==> src/pkg/uv_balance_pkg.sv <==
// constants and types for the balancing measurement controller
package uv_balance_pkg;
    localparam int unsigned NUM_CELLS      = 14;
    localparam int unsigned THR_W          = 14;
    localparam int unsigned THR_LSB_UV     = 305;
    // register word offsets
    localparam logic [3:0] ADDR_CTRL       = 4'h0;
    localparam logic [3:0] ADDR_THR        = 4'h1;
    localparam logic [3:0] ADDR_UVSTAT     = 4'h2;
    localparam logic [3:0] ADDR_SWEN       = 4'h3;
    localparam logic [3:0] ADDR_CELLCFG    = 4'h4;
    localparam logic [3:0] ADDR_SCAN       = 4'h5;
    localparam logic [3:0] ADDR_DLY        = 4'h6;
    localparam logic [3:0] ADDR_STATUS     = 4'h7;
    // register fields, codes and other constants
    localparam int unsigned CTRL_MODE_LSB  = 0;
    localparam int unsigned CTRL_MEAS_LSB  = 4;
    localparam int unsigned CTRL_INIT_BIT  = 6;
    localparam int unsigned CTRL_CAL_BIT   = 7;
    localparam int unsigned THR_MIN_BIT    = 15;
    localparam int unsigned CELLCFG_POL_LSB = 16;
    localparam int unsigned SCAN_FC_LSB    = 8;
    localparam logic [2:0] MODE_OFF        = 3'h0;
    localparam logic [2:0] MODE_DISCHARGE  = 3'h3;
    localparam logic [1:0] MEAS_CHECK      = 2'h3;
    localparam logic [2:0] FC_BYPASS       = 3'h7;
    localparam logic [2:0] FC_EIGHTH       = 3'h0;
    localparam logic [1:0] OVS_16X         = 2'h2;
    localparam logic [1:0] SCAN_PYRAMID    = 2'h1;
    localparam logic [4:0] SETTLE_SAMPLES  = 5'h10;
    localparam logic [13:0] THR_RESET      = 14'h0000;
    typedef enum logic [1:0] {PH_IDLE, PH_WAIT, PH_BUSY} phase_t;
    // calibration interval in measurement cycles
    function automatic logic [5:0] cal_period(input logic [2:0] code);
        unique case (code)
            3'h1: cal_period = 6'h02;
            3'h2: cal_period = 6'h04;
            3'h3: cal_period = 6'h08;
            3'h4: cal_period = 6'h0C;
            3'h5: cal_period = 6'h10;
            3'h6: cal_period = 6'h18;
            3'h7: cal_period = 6'h20;
            default: cal_period = 6'h00;
        endcase
    endfunction
endpackage

==> src/core/cell_result_mem.sv <==
`timescale 1ns/1ps
// per-cell word memory with registered read data
module cell_result_mem
    import uv_balance_pkg::*;
#(
    parameter int unsigned DEPTH = 14,
    parameter int unsigned WIDTH = 14
) (
    // clock
    input  wire logic                     clk_in,
    input  wire logic                     ce_in,
    // write port
    input  wire logic                     we_in,
    input  wire logic [3:0]               waddr_in,
    input  wire logic [WIDTH-1:0]         wdata_in,
    // read port
    input  wire logic [3:0]               raddr_in,
    output logic      [WIDTH-1:0]         rdata_out
);
    logic [WIDTH-1:0] mem [DEPTH];
    if (DEPTH < 1 || DEPTH > 16) begin : g_depth_check
        $error("depth outside address range");
    end
    // storage write
    always_ff @(posedge clk_in) begin
        if (ce_in && we_in) begin
            mem[waddr_in] <= wdata_in;
        end
    end
    // registered read
    always_ff @(posedge clk_in) begin
        if (ce_in) begin
            rdata_out <= mem[raddr_in];
        end
    end
endmodule // cell_result_mem

==> src/core/iir_cell_filter.sv <==
`timescale 1ns/1ps
// one-step IIR update for a cell accumulator
module iir_cell_filter
    import uv_balance_pkg::*;
#(
    parameter int unsigned WIDTH = 14
) (
    // operands
    input  wire logic [WIDTH-1:0] acc_in,
    input  wire logic [WIDTH-1:0] sample_in,
    input  wire logic [2:0]       coeff_in,
    input  wire logic             init_in,
    // result
    output logic      [WIDTH-1:0] acc_out
);
    logic [2:0]        eff;
    logic [WIDTH+3:0]  mix;
    // bypass code replaced by one eighth, weight (eff+1)/8
    always_comb begin
        eff = (coeff_in == FC_BYPASS) ? FC_EIGHTH : coeff_in;
        mix = (WIDTH+4)'(({1'b0, eff} + 4'h1) * sample_in)
            + (WIDTH+4)'((4'h7 - {1'b0, eff}) * acc_in);
        acc_out = init_in ? sample_in : mix[WIDTH+2:3];
    end
endmodule // iir_cell_filter

==> src/core/cell_balance_uv_measure_ctrl.sv <==
// Chosen here: strobed register access and the placing of the registers.
`timescale 1ns/1ps
// balancing measurement, threshold exit and calibration scheduler
module cell_balance_uv_measure_ctrl
    import uv_balance_pkg::*;
#(
    parameter int unsigned CELLS = NUM_CELLS
) (
    // clock and reset
    input  wire logic                 clk_in,
    input  wire logic                 rst_in,
    input  wire logic                 ce_in,
    // register port
    input  wire logic [3:0]           addr_in,
    input  wire logic [31:0]          wdata_in,
    input  wire logic                 wr_in,
    input  wire logic                 rd_in,
    output logic      [31:0]          rdata_out,
    // balancing timing from the switch sequencer
    input  wire logic                 pair_done_in,
    input  wire logic                 timer_running_in,
    // adc engine
    output logic                      adc_start_out,
    output logic                      cal_start_out,
    output logic      [1:0]           oversample_count_out,
    output logic      [1:0]           scan_order_mode_out,
    output logic                      use_fresh_cal_out,
    output logic                      use_factory_cal_out,
    input  wire logic                 adc_done_in,
    input  wire logic [3:0]           adc_cell_in,
    input  wire logic [THR_W-1:0]     adc_data_in,
    input  wire logic [3:0]           lowest_cell_index_in,
    // switch and alert outputs
    output logic      [CELLS-1:0]     switch_on_out,
    output logic                      rejected_write_alert_out,
    output logic                      all_cells_done_out
);
    if (CELLS < 1 || CELLS > 16) begin : g_cells_check
        $error("cell count unsupported");
    end

    logic [31:0]        ctrl_r;
    logic [THR_W-1:0]   uv_threshold_r;
    logic               threshold_from_lowest_cell_r;
    logic [CELLS-1:0]   uv_exit_status_r;
    logic [CELLS-1:0]   balance_switch_enable_r;
    logic [CELLS-1:0]   cell_measure_enable_r;
    logic [CELLS-1:0]   polarity_r;
    logic [31:0]        scan_control_r;
    logic [2:0]         calibration_interval_r;
    logic               rejected_write_alert_r;
    logic [31:0]        rdata_r;
    logic [4:0]         settle_cnt_r;
    logic [5:0]         cycle_cnt_r;
    logic               started_r;
    logic               lowest_pending_r;
    phase_t             phase_r;
    logic               cal_cycle_r;
    logic               lowest_load_r;
    logic               sample_done_r;
    logic [3:0]         sample_cell_r;
    logic [THR_W-1:0]   sample_data_r;

    logic [2:0]         balance_mode_select;
    logic [1:0]         balance_measure_enable;
    logic               filter_init_on_entry;
    logic               apply_calibration;
    logic               active;
    logic               automated;
    logic               measuring;
    logic               checking;
    logic               mode_write;
    logic [CELLS-1:0]   checkable;
    logic [THR_W-1:0]   acc_rd;
    logic [THR_W-1:0]   acc_new;
    logic               acc_we;
    logic [3:0]         mem_raddr;
    logic [5:0]         period;

    assign balance_mode_select   = ctrl_r[CTRL_MODE_LSB +: 3];
    assign balance_measure_enable = ctrl_r[CTRL_MEAS_LSB +: 2];
    assign filter_init_on_entry  = ctrl_r[CTRL_INIT_BIT];
    assign apply_calibration     = ctrl_r[CTRL_CAL_BIT];
    assign active    = (balance_mode_select != MODE_OFF) && timer_running_in;
    // field drives measurement only in discharge and automated modes
    assign automated = active && (balance_mode_select >= MODE_DISCHARGE);
    assign measuring = automated && balance_measure_enable[1];
    assign checking  = measuring && (balance_measure_enable == MEAS_CHECK)
                     && (balance_mode_select != MODE_DISCHARGE);
    assign mode_write = ce_in && wr_in && (addr_in == ADDR_CTRL);
    assign checkable = balance_switch_enable_r & cell_measure_enable_r & ~polarity_r;
    assign period    = cal_period(calibration_interval_r);

    // forced acquisition parameters while measuring during balancing
    assign oversample_count_out = measuring ? OVS_16X : scan_control_r[1:0];
    assign scan_order_mode_out  = measuring ? SCAN_PYRAMID : scan_control_r[3:2];
    // calibration coefficient source
    assign use_fresh_cal_out   = apply_calibration && (calibration_interval_r != 3'h0)
                               && balance_measure_enable[1];
    assign use_factory_cal_out = !apply_calibration;
    assign adc_start_out = (phase_r == PH_WAIT) && !cal_cycle_r;
    assign cal_start_out = (phase_r == PH_WAIT) && cal_cycle_r;
    assign rejected_write_alert_out = rejected_write_alert_r;
    assign all_cells_done_out = checking && ((uv_exit_status_r | ~balance_switch_enable_r) == '1);

    // exit cells and all-done gate the switches
    always_comb begin
        switch_on_out = '0;
        if (active && !all_cells_done_out) begin
            switch_on_out = balance_switch_enable_r & ~uv_exit_status_r;
        end
    end

    // control register
    always_ff @(posedge clk_in or posedge rst_in) begin
        if (rst_in) begin
            ctrl_r <= 32'h0000_0000;
        end else if (mode_write) begin
            ctrl_r <= {24'h00_0000, wdata_in[7:0]};
        end
    end

    // threshold and its source, lowest-cell word taken two cycles after the write
    always_ff @(posedge clk_in or posedge rst_in) begin
        if (rst_in) begin
            uv_threshold_r <= THR_RESET;
            threshold_from_lowest_cell_r <= 1'b0;
            lowest_pending_r <= 1'b0;
            lowest_load_r <= 1'b0;
        end else if (ce_in) begin
            if (wr_in && addr_in == ADDR_THR) begin
                threshold_from_lowest_cell_r <= wdata_in[THR_MIN_BIT];
                lowest_pending_r <= wdata_in[THR_MIN_BIT];
                lowest_load_r <= 1'b0;
                if (!wdata_in[THR_MIN_BIT]) begin
                    uv_threshold_r <= wdata_in[THR_W-1:0];
                end
            end else begin
                // first cycle addresses the memory, second takes its registered output
                lowest_pending_r <= 1'b0;
                lowest_load_r <= lowest_pending_r;
                if (lowest_load_r) begin
                    uv_threshold_r <= acc_rd;
                end
            end
        end
    end

    // configuration registers, scan writes locked while balancing
    always_ff @(posedge clk_in or posedge rst_in) begin
        if (rst_in) begin
            balance_switch_enable_r <= '0;
            cell_measure_enable_r   <= '0;
            polarity_r              <= '0;
            scan_control_r          <= 32'h0000_0000;
            calibration_interval_r  <= 3'h0;
            rejected_write_alert_r  <= 1'b0;
        end else if (ce_in && wr_in) begin
            unique case (addr_in)
                ADDR_SWEN:    balance_switch_enable_r <= wdata_in[CELLS-1:0];
                ADDR_CELLCFG: begin
                    cell_measure_enable_r <= wdata_in[CELLS-1:0];
                    polarity_r <= wdata_in[CELLCFG_POL_LSB +: CELLS];
                end
                ADDR_SCAN: begin
                    if (active) begin
                        rejected_write_alert_r <= 1'b1;
                    end else begin
                        scan_control_r <= wdata_in;
                    end
                end
                ADDR_DLY:     calibration_interval_r <= wdata_in[2:0];
                ADDR_STATUS:  rejected_write_alert_r <= rejected_write_alert_r & ~wdata_in[0];
                default: ;
            endcase
        end
    end

    // entry detection for the exit flags
    always_ff @(posedge clk_in or posedge rst_in) begin
        if (rst_in) begin
            started_r <= 1'b0;
        end else if (ce_in) begin
            started_r <= mode_write ? 1'b0 : 1'b1;
        end
    end

    // measurement sequencer after each even odd pair
    always_ff @(posedge clk_in or posedge rst_in) begin
        if (rst_in) begin
            phase_r <= PH_IDLE;
            cal_cycle_r <= 1'b0;
            cycle_cnt_r <= 6'h00;
        end else if (ce_in) begin
            if (mode_write || !measuring) begin
                phase_r <= PH_IDLE;
                cycle_cnt_r <= 6'h00;
                cal_cycle_r <= 1'b0;
            end else begin
                unique case (phase_r)
                    PH_IDLE: if (pair_done_in) begin
                        phase_r <= PH_WAIT;
                        // calibration replaces first and every period-th
                        cal_cycle_r <= (period != 6'h00) && (cycle_cnt_r == 6'h00);
                        cycle_cnt_r <= (period == 6'h00 || cycle_cnt_r + 6'h01 >= period)
                                       ? 6'h00 : cycle_cnt_r + 6'h01;
                    end
                    PH_WAIT: phase_r <= PH_BUSY;
                    PH_BUSY: if (adc_done_in) phase_r <= PH_IDLE;
                endcase
            end
        end
    end

    // adc result held one cycle while the accumulator of its own cell is read
    always_ff @(posedge clk_in or posedge rst_in) begin
        if (rst_in) begin
            sample_done_r <= 1'b0;
            sample_cell_r <= 4'h0;
            sample_data_r <= '0;
        end else if (ce_in) begin
            sample_done_r <= (phase_r == PH_BUSY) && adc_done_in && !cal_cycle_r && measuring && !mode_write;
            sample_cell_r <= adc_cell_in;
            sample_data_r <= adc_data_in;
        end
    end

    // filter accumulators
    assign mem_raddr = lowest_pending_r ? lowest_cell_index_in : adc_cell_in;
    assign acc_we = sample_done_r && ce_in;
    iir_cell_filter #(.WIDTH(THR_W)) u_filter (
        .acc_in   (acc_rd),
        .sample_in(sample_data_r),
        .coeff_in (scan_control_r[SCAN_FC_LSB +: 3]),
        .init_in  (filter_init_on_entry && settle_cnt_r == 5'h00),
        .acc_out  (acc_new)
    );
    cell_result_mem #(.DEPTH(CELLS), .WIDTH(THR_W)) u_mem (
        .clk_in   (clk_in),
        .ce_in    (ce_in),
        .we_in    (acc_we),
        .waddr_in (sample_cell_r),
        .wdata_in (acc_new),
        .raddr_in (mem_raddr),
        .rdata_out(acc_rd)
    );

    // settling count of samples after initialisation
    always_ff @(posedge clk_in or posedge rst_in) begin
        if (rst_in) begin
            settle_cnt_r <= 5'h00;
        end else if (ce_in) begin
            if (mode_write) begin
                settle_cnt_r <= 5'h00;
            end else if (acc_we && settle_cnt_r <= SETTLE_SAMPLES) begin
                settle_cnt_r <= settle_cnt_r + 5'h01;
            end
        end
    end

    // per-cell exit flags
    always_ff @(posedge clk_in or posedge rst_in) begin
        if (rst_in) begin
            uv_exit_status_r <= '0;
        end else if (ce_in) begin
            if (mode_write) begin
                uv_exit_status_r <= '0;
            end else if (checking && started_r) begin
                uv_exit_status_r <= uv_exit_status_r
                    | (balance_switch_enable_r & ~checkable);
                if (acc_we && (!filter_init_on_entry || settle_cnt_r >= SETTLE_SAMPLES)
                        && acc_new <= uv_threshold_r && 32'(sample_cell_r) < CELLS) begin
                    uv_exit_status_r[sample_cell_r] <= 1'b1;
                end
            end
        end
    end

    // read data one cycle after the strobe
    always_ff @(posedge clk_in or posedge rst_in) begin
        if (rst_in) begin
            rdata_r <= 32'h0000_0000;
        end else if (ce_in) begin
            rdata_r <= 32'h0000_0000;
            if (rd_in) begin
                unique case (addr_in)
                    ADDR_CTRL:    rdata_r <= ctrl_r;
                    ADDR_THR:     rdata_r <= 32'({threshold_from_lowest_cell_r, 1'b0, uv_threshold_r});
                    ADDR_UVSTAT:  rdata_r <= 32'(uv_exit_status_r);
                    ADDR_SWEN:    rdata_r <= 32'(balance_switch_enable_r);
                    ADDR_CELLCFG: rdata_r <= 32'(cell_measure_enable_r) | (32'(polarity_r) << CELLCFG_POL_LSB);
                    ADDR_SCAN:    rdata_r <= scan_control_r;
                    ADDR_DLY:     rdata_r <= 32'(calibration_interval_r);
                    ADDR_STATUS:  rdata_r <= {29'h0, all_cells_done_out, active, rejected_write_alert_r};
                    default:      rdata_r <= 32'h0000_0000;
                endcase
            end
        end
    end
    assign rdata_out = rdata_r;

    // exit cell switch stays off
    sw_off_a: assert property (@(posedge clk_in) disable iff (rst_in)
        uv_exit_status_r[0] |-> !switch_on_out[0]) else $error("exited cell switch on");
    // mode write clears status
    uv_clear_a: assert property (@(posedge clk_in) disable iff (rst_in)
        mode_write |=> uv_exit_status_r == '0) else $error("status not cleared");
    // no measurement when measure enable is 0b0x
    no_meas_a: assert property (@(posedge clk_in) disable iff (rst_in)
        !balance_measure_enable[1] |-> !adc_start_out && !cal_start_out) else $error("measurement while off");
    // forced scan parameters
    forced_scan_a: assert property (@(posedge clk_in) disable iff (rst_in)
        measuring |-> oversample_count_out == OVS_16X && scan_order_mode_out == SCAN_PYRAMID)
        else $error("scan not forced");
    // rejected scan write
    scan_reject_a: assert property (@(posedge clk_in) disable iff (rst_in)
        ce_in && wr_in && addr_in == ADDR_SCAN && active |=> rejected_write_alert_r
        && scan_control_r == $past(scan_control_r)) else $error("scan write accepted");
    // all done all off
    all_off_a: assert property (@(posedge clk_in) disable iff (rst_in)
        all_cells_done_out |-> switch_on_out == '0) else $error("switches on after done");
    // discharge never checks
    discharge_check_a: assert property (@(posedge clk_in) disable iff (rst_in)
        balance_mode_select == MODE_DISCHARGE |-> !checking) else $error("check in discharge");
    // measurement starts one cycle after pair
    pair_start_a: assert property (@(posedge clk_in) disable iff (rst_in)
        ce_in && measuring && phase_r == PH_IDLE && pair_done_in && !mode_write
        |=> (adc_start_out || cal_start_out)) else $error("no measurement after pair");
    // direct threshold write
    thr_load_a: assert property (@(posedge clk_in) disable iff (rst_in)
        ce_in && wr_in && addr_in == ADDR_THR && !wdata_in[THR_MIN_BIT]
        |=> uv_threshold_r == $past(wdata_in[THR_W-1:0])) else $error("threshold not loaded");
    // lowest-cell word becomes the threshold
    lowest_load_a: assert property (@(posedge clk_in) disable iff (rst_in)
        ce_in && lowest_load_r && !(wr_in && addr_in == ADDR_THR)
        |=> uv_threshold_r == $past(acc_rd)) else $error("lowest cell not loaded");
    // no threshold exit before the settling samples are in
    settle_hold_a: assert property (@(posedge clk_in) disable iff (rst_in)
        acc_we && filter_init_on_entry && settle_cnt_r < SETTLE_SAMPLES && checkable[0]
        && sample_cell_r == 4'h0 && !mode_write && !uv_exit_status_r[0]
        |=> !uv_exit_status_r[0]) else $error("exit during settling");
    // calibration on the first cycle of a run
    cal_first_a: assert property (@(posedge clk_in) disable iff (rst_in)
        ce_in && measuring && phase_r == PH_IDLE && pair_done_in && !mode_write
        && period != 6'h00 && cycle_cnt_r == 6'h00 |=> cal_start_out) else $error("first cycle not calibration");
    cov_cal_c:    cover property (@(posedge clk_in) cal_start_out);
    cov_exit_c:   cover property (@(posedge clk_in) uv_exit_status_r != '0);
    cov_done_c:   cover property (@(posedge clk_in) all_cells_done_out);
    cov_reject_c: cover property (@(posedge clk_in) rejected_write_alert_r);
endmodule // cell_balance_uv_measure_ctrl

==> config.mk <==
export PLATFORM = sky130hd
export DESIGN_NAME = cell_balance_uv_measure_ctrl
export DESIGN_NICKNAME = d
export VERILOG_FILES = /design/src/pkg/uv_balance_pkg.sv /design/src/core/cell_result_mem.sv /design/src/core/iir_cell_filter.sv /design/src/core/cell_balance_uv_measure_ctrl.sv
export SDC_FILE = /design/constraint.sdc
export NUM_CORES = 1
export LEC_CHECK = 0
export BUFFER_PORTS_ARGS = -buffer_cell sky130_fd_sc_hd__buf_4
export CAP_MARGIN = 10
export CORE_MARGIN = 5
export CORE_UTILIZATION = 60
export CTS_CLUSTER_DIAMETER = 50
export DETAILED_ROUTE_END_ITERATION = 8
export PLACE_DENSITY = 0.86
export SYNTH_ARGS = -nofsm -noshare
export SYNTH_HDL_FRONTEND = slang
export SYNTH_SLANG_ARGS = --single-unit
==> constraint.sdc <==
create_clock -name clk_in -period 12.3 [get_ports clk_in]
set_clock_uncertainty 0.05 [all_clocks]
set_input_delay 3.69 -clock clk_in [delete_from_list [all_inputs] [get_ports clk_in]]
set_output_delay 3.69 -clock clk_in [all_outputs]
set_load 0.005 [all_outputs]
After elaboration in Yosys (flattened, before gate mapping)

Memories as Yosys holds them, arrays and structs flattened. A register that Yosys moved wholly into a read port is not among the register bits.
Cells that the tools add are included.

Memories: 1
Flip-flop bits (word level): 183
Memory bits (writable): 196
Word-level logic and storage cells: 175
Bits of input ports: 66
Output and inout bits: 56

Memory list:

| name      | depth | width | read ports | clocked after Yosys merged registers in | write ports | line                  | source |
|---|---|---|---|---|---|---|---|
| u_mem.mem | 14    | 14    | 1          | 1                                       | 1           | cell_result_mem.sv:20 | `logic [WIDTH-1:0] mem [DEPTH];` |

Muxes and demuxes: 37
Multipliers: 2
$add $sub $neg: 5
Reduce and logical (&&, ||, !) cells: 62
Bitwise logic cells: 15
Magnitude comparators: 8
Eq/ne operators: 24

Operators with widths:

| operator               | number |
|---|---|
| $pmux W32 S8           | 1 |
| $mux W14               | 8 |
| $and A14 B14 Y14       | 4 |
| $not A14 Y14           | 4 |
| $or A14 B14 Y14        | 3 |
| $pmux W6 S7            | 1 |
| $mul A18 B14 Y17       | 2 |
| $mux W32               | 1 |
| $or A14 B30 Y30        | 1 |
| $logic_and A1 B1 Y1    | 28 |
| $mux W6                | 4 |
| $add A17 B17 Y17       | 1 |
| $eq A4 B3 Y1 const B   | 4 |
| $eq A3 B3 Y1 const B   | 5 |
| $reduce_and A3 Y1      | 5 |
| $eq A14 B14 Y1 const B | 1 |
| $le A14 B14 Y1         | 1 |
| $logic_not A6 Y1       | 2 |
| $reduce_and A2 Y1      | 6 |
| $reduce_bool A2 Y1     | 6 |
| $mux W1                | 10 |
| $mux W2                | 5 |
| $mux W5                | 2 |
| $eq A4 B2 Y1 const B   | 2 |
| 33 further kinds       | 46 |

Longest topological paths before layout

Gate-level depths: netlist of the first run.

Depth after elaboration: 12
Gate-level depth with buffers: 33
Depth with buffers taken out: 30

Modules after synthesis

From an unflattened synthesis of the first run, not the netlist that was laid out.

Cell total of the unflattened synthesis: 1,590
Area, all modules: 20,520.9 sq um

Modules (own cells, without submodules):

| module                       | instances | area an instance (sq um) | sequential area each (sq um) | cells an instance |
|---|---|---|---|---|
| cell_balance_uv_measure_ctrl | 1         | 9,165.0                  | 4,579.4                      | 830 |
| cell_result_mem              | 1         | 7,935.1                  | 6,306.0                      | 349 |
| iir_cell_filter              | 1         | 3,420.8                  | 0.0                          | 411 |

Worst setup path after synthesis of the first run

No wires, ideal clock.

Kind: input-to-output
Start: input port timer_running_in
End: output port switch_on_out[5]
Data required time: 8.560 ns
Path buffers: 0
Data arrival time: 4.502 ns
Cell stages on the path: 4
Path slack: 4.058 ns
Path through: and4_1 > nand4_1 > or3_1 > and3_1

Word-level cells in the longest chain between the ends: 9

RTL lines:

| item                    | line                                | source |
|---|---|---|
| from (decl)             | cell_balance_uv_measure_ctrl.sv:21  | `input wire logic timer_running_in,` |
| $logic_and A1 B1 Y1 (*) | cell_balance_uv_measure_ctrl.sv:84  | `assign active = (balance_mode_select != MODE_OFF) && timer_running_in;` |
| $logic_and A1 B1 Y1     | cell_balance_uv_measure_ctrl.sv:86  | `assign automated = active && (balance_mode_select >= MODE_DISCHARGE);` |
| $logic_and A1 B1 Y1     | cell_balance_uv_measure_ctrl.sv:87  | `assign measuring = automated && balance_measure_enable[1];` |
| $logic_and A1 B1 Y1     | cell_balance_uv_measure_ctrl.sv:88  | `assign checking = measuring && (balance_measure_enable == MEAS_CHECK)` |
| $logic_and A1 B1 Y1     | cell_balance_uv_measure_ctrl.sv:89  | `&& (balance_mode_select != MODE_DISCHARGE);` |
| $logic_and A1 B1 Y1     | cell_balance_uv_measure_ctrl.sv:104 | `assign all_cells_done_out = checking && ((uv_exit_status_r \| ~balance_switch_enable_r) == '1);` |
| $logic_not A1 Y1        | cell_balance_uv_measure_ctrl.sv:109 | `if (active && !all_cells_done_out) begin` |
| $logic_and A1 B1 Y1 (*) | cell_balance_uv_measure_ctrl.sv:109 |  |
| $mux W14 (*)            | cell_balance_uv_measure_ctrl.sv:109 |  |
| to (decl)               | cell_balance_uv_measure_ctrl.sv:34  | `output logic [CELLS-1:0] switch_on_out,` |

Every way passes the cells marked *; elsewhere a longest branch is shown, timed or not.

Worst setup path in the final report of the first run

Ends and elaborated chain as after synthesis.

==> qor.yml, run 1 <==
outcome:
  outcome: "completed"
synth:
  yosys-top-cells-count: "edfxtp_1 (210), dfrtp_1 (183), inv_1 (174)"
  synth_edf_count: 210
  synth-seq-cells: 393
  synthMostInstantiatedCell: "edfxtp_1"
  yosysSeqAreaShare_pct: 52.3
  syn_avg_cell_area_um2: 12.9
  synth_cells: 1608
  yosys_warnings: 0
  synth_cell_types: 69
  synth_top_area_share_pct: 30.3
  dominantRegCellSynth: "edfxtp_1"
  syn_area_um2: 20800
  synth_top_area_cell: "edfxtp_1"
  async_flop_share_pct: 46.6
  synth.top_cells.by_area: "edfxtp_1 (30%), dfrtp_1 (22%), ha_1 (6.2%)"
floorplan:
  die-width_um: 196
  io_pins: 122
  start_util_pct: 60.5
  die_y_um: 196
  core.rowCount: 68
  die_area_um2: 38500
  core-area_um2: 34400
final_layout:
  nets: 1966
  drive_gt1_share_pct: 21.9
  area_delta_synth_final_pct: 13.4
  design_area_um2: 23600
  diodes: 0
placed_design:
  place_area_um2: 22200
  dp_hpwl_um: 34500
  port_buffers: 121
  place.gp.congestion: 0.893
  place_ws_ns: 3.69
sta:
  slew_headroom_pct: 21.5
  min_period_ns: 8.64
  slew_violations: 0
  hold_violations: 0
  finalSetupViolations: 0
  timing.fmax_ghz: 0.116
  rsz0062_at_grt: "no"
  layout_setup_ws_ns: 3.66
  period_share_pct: 70.2
  worst_pin_slew_ns: 1.17
  finalSetupTns_ns: 0
clocking:
  cts.htree.levels: 2
  clock-sinks: 393
  cts_tree: "built"
  clock_path_buffers: 3
  worstSkewPairLatency_ns: 0.55
  hold_buffers: 0
  postCtsSetupRepairBufs: 0
  root_buffer: "clkbuf_16"
  path_clk_slew_ns: 0.06
  numCtsBuffers: 42
  cts_resized: 0
routing:
  drt-total-wl_um: 51600
  drt-vias-per-instance: 6.23
  wire_per_inst_um: 23.2
  postRouteAntennaNets: 0
  drt_iter0_markers: 1223
  vias: 13800
  first_pass_iters: 5
  drc: 0
worst_setup_path:
  crit_slowest_cell: "or3_1"
  worstPathArrival_ns: 4.90
  cp_max_fo: 4
  crit_type: "in2out"
  end_kind: "output pin"
  cp_top_family: "simple AND/OR/NAND/NOR gates"
  cp_common_cell: "buf_4"
  crit_buf_inv: 2
  cp.required_ns: 8.56
  critPathMaxStageDelay_ns: 0.46
  cp-start-kind: "input port"
  cp_cell_sequence: "buf_4 > and4_1 > nand4_1 > or3_1 > and3_1 > buf_4"
hold_path:
  worst_hold_path_type: "reg2reg"
global_routing:
  grt_antenna_before_repair: 0
  grt_pass1_wl_um: 80500
  track_usage_pct: 27.0
  grt_pass1_vias: 14200
  grt_max_degree: 105
  overflow: 0
job:
  maxCapViolations: 0
==> worst min-delay path: cells and delay by family, from the launching register on <==
family | cells | cell delay, ns
flip-flops | 1 | 0.34
AND/OR/NAND/NOR | 2 | 0.11
==> cell usage in the layout (no fill, tap or decap), types with 31 or more instances in the layout <==
master and count:
o21ai_0 39, inv_1 173, ha_1 103, nand2b_1 37
nand2_1 104, a21oi_1 36, buf_4 148, a22oi_1 31
mux2_2 106, nor2b_1 58, mux4_2 42, clkbuf_16 42
edfxtp_1 210, dfrtp_1 183, nor2_1 44, o22ai_1 43
fa_1 62
==> logic make-up (layout without fill, tap and decap cells) <==
group	after synthesis	after routing	synth area share [%]
and+or+nand+nor	359	359	9.17
muxes	188	188	13.3
DFF	393	393	52.3
xor gates and xnor gates	23	23	0.968
adders and majority gates	165	165	12.2
other	2	13	0.0361
buffers and inverters	251	399	4.84
AOI/OAI and AO/OA	227	227	7.15
==> sequential cells by signal, indices dropped and copies added, names as in the netlist <==
signal and cells:
settle_cnt_r 5, u_mem.mem 196, u_mem.rdata_out 14, lowest_pending_r 1, lowest_load_r 1, started_r 1, ctrl_r 8, cycle_cnt_r 6
scan_control_r 32, uv_exit_status_r 14, phase_r 2, sample_done_r 1, sample_cell_r 4, rejected_write_alert_out 1, calibration_interval_r 3, threshold_from_lowest_cell_r 1
rdata_out 32, sample_data_r 14, cal_cycle_r 1, uv_threshold_r 14, polarity_r 14, balance_switch_enable_r 14, cell_measure_enable_r 14
==> worst paths after layout <==
path | end | slack, ns | depth (start not counted) | from
min in group asynchronous | rdata_out[18] | 3.22 | 2 | rst_in
max in group asynchronous | sample_data_r[11] | 7.42 | 3 | rst_in
hold reg to reg | ctrl_r[3] | 0.43 | 2 | ctrl_r[3]
hold / removal | ctrl_r[3] | 0.43 | 2 | ctrl_r[3]
setup / recovery | switch_on_out[5] | 3.66 | 6 | timer_running_in
setup reg to reg | uv_exit_status_r[13] | 3.67 | 26 | scan_control_r[8]
==> stage by stage <==
step	instances	util, %	hold slack [ns]
floorplan	1619	-	0.396
global placement	2139	64.6	0.411
detailed placement	2139	64.6	0.419
CTS	2215	68.5	0.433
global route	2222	68.6	0.462
finish	2222	68.6	0.434
==> layout make-up <==
type / count / area (um2)
Multi-Input combinational cell: 975 / 9020
Clock buffer: 57 / 1140
Tap cell: 455 / 569
Timing Repair Buffer: 149 / 1120
Inverter: 174 / 661
Clock inverter: 19 / 198
Fill cell: 2265 / 10800
Sequential cell: 393 / 10900
==> layer usage <==
metal	track usage, %	routed length (um)	vias up
li1	-	-	6022
met1	35.2	19900	6981
met2	44.9	25300	672
met3	4.88	4180	163
met4	11.5	2220	0
met5	0	0	-
Power of run 1 is not shown: default switching activity piles up to over one toggle a cycle in this logic, so the estimate is an artifact.
==> run 2: changes to the inputs <==
--- a/config.mk
+++ b/config.mk
@@ -8,10 +8,10 @@
 export BUFFER_PORTS_ARGS = -buffer_cell sky130_fd_sc_hd__buf_4
 export CAP_MARGIN = 10
 export CORE_MARGIN = 5
-export CORE_UTILIZATION = 60
+export CORE_UTILIZATION = 56
 export CTS_CLUSTER_DIAMETER = 50
 export DETAILED_ROUTE_END_ITERATION = 8
-export PLACE_DENSITY = 0.86
+export PLACE_DENSITY = 0.84
 export SYNTH_ARGS = -nofsm -noshare
 export SYNTH_HDL_FRONTEND = slang
 export SYNTH_SLANG_ARGS = --single-unit
==> constraint.sdc (replaced) <==
create_clock -name clk_in -period 7 [get_ports clk_in]
set_clock_uncertainty 0.05 [all_clocks]
set_input_delay 2.1 -clock clk_in [delete_from_list [all_inputs] [get_ports clk_in]]
set_output_delay 2.1 -clock clk_in [all_outputs]
set_load 0.005 [all_outputs]
==> qor.yml, run 2 (synthesized netlist as in run 1, its figures left out) <==
global_routing:
  track_usage_pct: 25.6  # was 27.0%
  overflow: 0  # unchanged
  grt_pass1_wl_um: 82000  # was 80500 um
  grt_pass1_vias: 14400  # was 14200
  grt_antenna_before_repair: 1  # was 0
  grt_max_degree: 184  # was 105
final_layout:
  top_register: "u_mem.mem"  # unchanged
  design_area_um2: 24300  # was 23600 um2
  area_delta_synth_final_pct: 16.6  # was 13.4%
  post_layout_nonfiller_instances: 2257  # was 2222
  top_regs: "u_mem.mem: 196 flops, rdata_out: 32 flops, scan_control_r: 32 flops"  # unchanged
  mostFrequentLayoutCell: "edfxtp_1"  # unchanged
  final_cell_mix: "edfxtp_1 (210), dfrtp_1 (182), inv_1 (169)"  # was edfxtp_1 (210), dfrtp_1 (183), inv_1 (173)
  nets: 1988  # was 1966
  drive_gt1_share_pct: 26.1  # was 21.9%
  largest_reg_flops: 196  # unchanged
sta:
  finalSetupViolations: 0  # unchanged
  finalSetupTns_ns: 0  # unchanged
  hold_violations: 0  # unchanged
  period_share_pct: 98.7
  layout_setup_ws_ns: 0.0894  # was 3.66 ns
  slew_violations: 0  # unchanged
  timing.fmax_ghz: 0.145
  slew_headroom_pct: 19.7  # was 21.5%
  min_period_ns: 6.91
  rsz0062_at_grt: "yes"  # was no
  worst_pin_slew_ns: 1.20  # was 1.17 ns
routing:
  drc: 0  # unchanged
  postRouteAntennaNets: 0  # unchanged
  wire_per_inst_um: 23.6  # was 23.2 um
  drt_iter0_markers: 1187  # was 1223
  vias: 13900  # was 13800
  drt-total-wl_um: 53200  # was 51600 um
  drt-vias-per-instance: 6.14  # was 6.23
  first_pass_iters: 7  # was 5
worst_setup_path:
  cp-start-kind: "flip-flop"  # was input port
  critPathMaxStageDelay_ns: 0.50  # was 0.46 ns
  end_kind: "flip-flop"  # was output pin
  r2r-start: "scan_control_r[9]"  # was scan_control_r[8]
  worstPathArrival_ns: 7.32  # was 4.90 ns
  cp_top_family: "adder cells"  # was simple AND/OR/NAND/NOR gates
  crit_slowest_cell: "fa_1"  # was or3_1
  crit_type: "reg2reg"  # was in2out
  crit_buf_inv: 4  # was 2
  r2r_slack_ns: 0.09  # was 3.67 ns
  rr_worst_depth: 28  # was 26
  r2r-end: "uv_exit_status_r[6]"  # was uv_exit_status_r[13]
  cp_common_cell: "fa_1"  # was buf_4
  cp.required_ns: 7.41  # was 8.56 ns
  cp_max_fo: 5  # was 4
floorplan:
  core-area_um2: 36600  # was 34400 um2
  die-width_um: 203  # was 196 um
  start_util_pct: 56.8  # was 60.5%
  core.rowCount: 70  # was 68
  die_y_um: 203  # was 196 um
  io_pins: 122  # unchanged
  die_area_um2: 41100  # was 38500 um2
hold_path:
  min_to: "ctrl_r[3]"  # unchanged
  min_path_cells: 2  # unchanged
  hold_start: "ctrl_r[3]"  # unchanged
  worst_hold_path_type: "reg2reg"  # unchanged
placed_design:
  placedCellCount: 2169  # was 2139
  place_ws_ns: -0.177  # was 3.69 ns
  dp_hpwl_um: 35300  # was 34500 um
  port_buffers: 121  # unchanged
  place_area_um2: 22400  # was 22200 um2
  place.gp.congestion: 0.940  # was 0.893
clocking:
  cts.htree.levels: 2  # unchanged
  root_buffer: "clkbuf_16"  # unchanged
  clock-sinks: 393  # unchanged
  path_clk_slew_ns: 0.06  # about the same
  cts_tree: "built"  # unchanged
  numCtsBuffers: 43  # was 42
  hold_buffers: 0  # unchanged
  worstSkewPairLatency_ns: 0.56  # was 0.55 ns
  clock_path_buffers: 3  # unchanged
outcome:
  outcome: "completed"  # unchanged
job:
  maxCapViolations: 0  # unchanged
-- run 2: cell count changes in the layout (fill, tap and decap cells not counted), sizes merged --
| cell | change |
|---|---|
| clkinv | +4 |
| clkbuf | -6 |
| inv | -2 |
| bufinv | +3 |
| diode | +1 |
| buf | +22 |
-- run 2: worst register-to-register path: cells and delay by family (launching register included) --
kind                     cells  cell delay [ns]
multiplexers                 1             0.36
flip-flops                   1             0.44
buffers and inverters        4             0.34
adder cells (fa/ha/maj)      8             3.03
XOR/XNOR                     1             0.20
AO/OA/AOI/OAI                7             1.53
AND/OR/NAND/NOR              7             0.90
-- run 2: area by class of cell --
class / count / area, um2
Fill cell: 2536 / 12300
Sequential cell: 393 / 10900
Multi-Input combinational cell: 975 / 9370
Timing Repair Buffer: 170 / 1320
Clock buffer: 52 / 1130
Inverter: 174 / 657
Tap cell: 468 / 586
Clock inverter: 24 / 313
Antenna cell: 1 / 2.50
-- run 2: routing by layer --
metal	vias up	part of all wire (%)	GRT usage [%]
li1	6069	-	-
met1	7076	40	34.2
met2	581	50	43.5
met3	133	7.0	3.99
met4	0	3.2	8.63
met5	-	0	0
-- run 2: worst max path at each step --
stage	from	to	slack, ns	cells past startpoint
global route	scan_control_r[9]	uv_exit_status_r[6]	-0.16	28
finish	scan_control_r[9]	uv_exit_status_r[6]	0.09	28
detailed placement	scan_control_r[10]	uv_exit_status_r[5]	-0.18	26
global placement	scan_control_r[10]	uv_exit_status_r[11]	0.07	29
CTS	scan_control_r[10]	uv_exit_status_r[11]	0.008	29
floorplan	scan_control_r[10]	uv_exit_status_r[7]	0.02	30
-- run 2: repair_timing --
| item | in CTS | in global routing |
|---|---|---|
| buffers inserted | 2 | 8 |
| gates cloned | 0 | 1 |
| endpoints found under the setup margin | 14 | 14 |
| pin swaps | 2 | 30 |
| resized for setup | 5 | 63 |
-- run 2: metrics by stage --
stage | util, % | hold slack [ns]
5_1_grt | 66.3 | 0.471
4_1_cts | 65.2 | 0.446
6_report | 66.3 | 0.447
3_5_place_dp | 61.2 | 0.420
2_1_floorplan | - | 0.396
3_3_place_gp | 61.2 | 0.411
Power of run 2 is left out for the same reason.
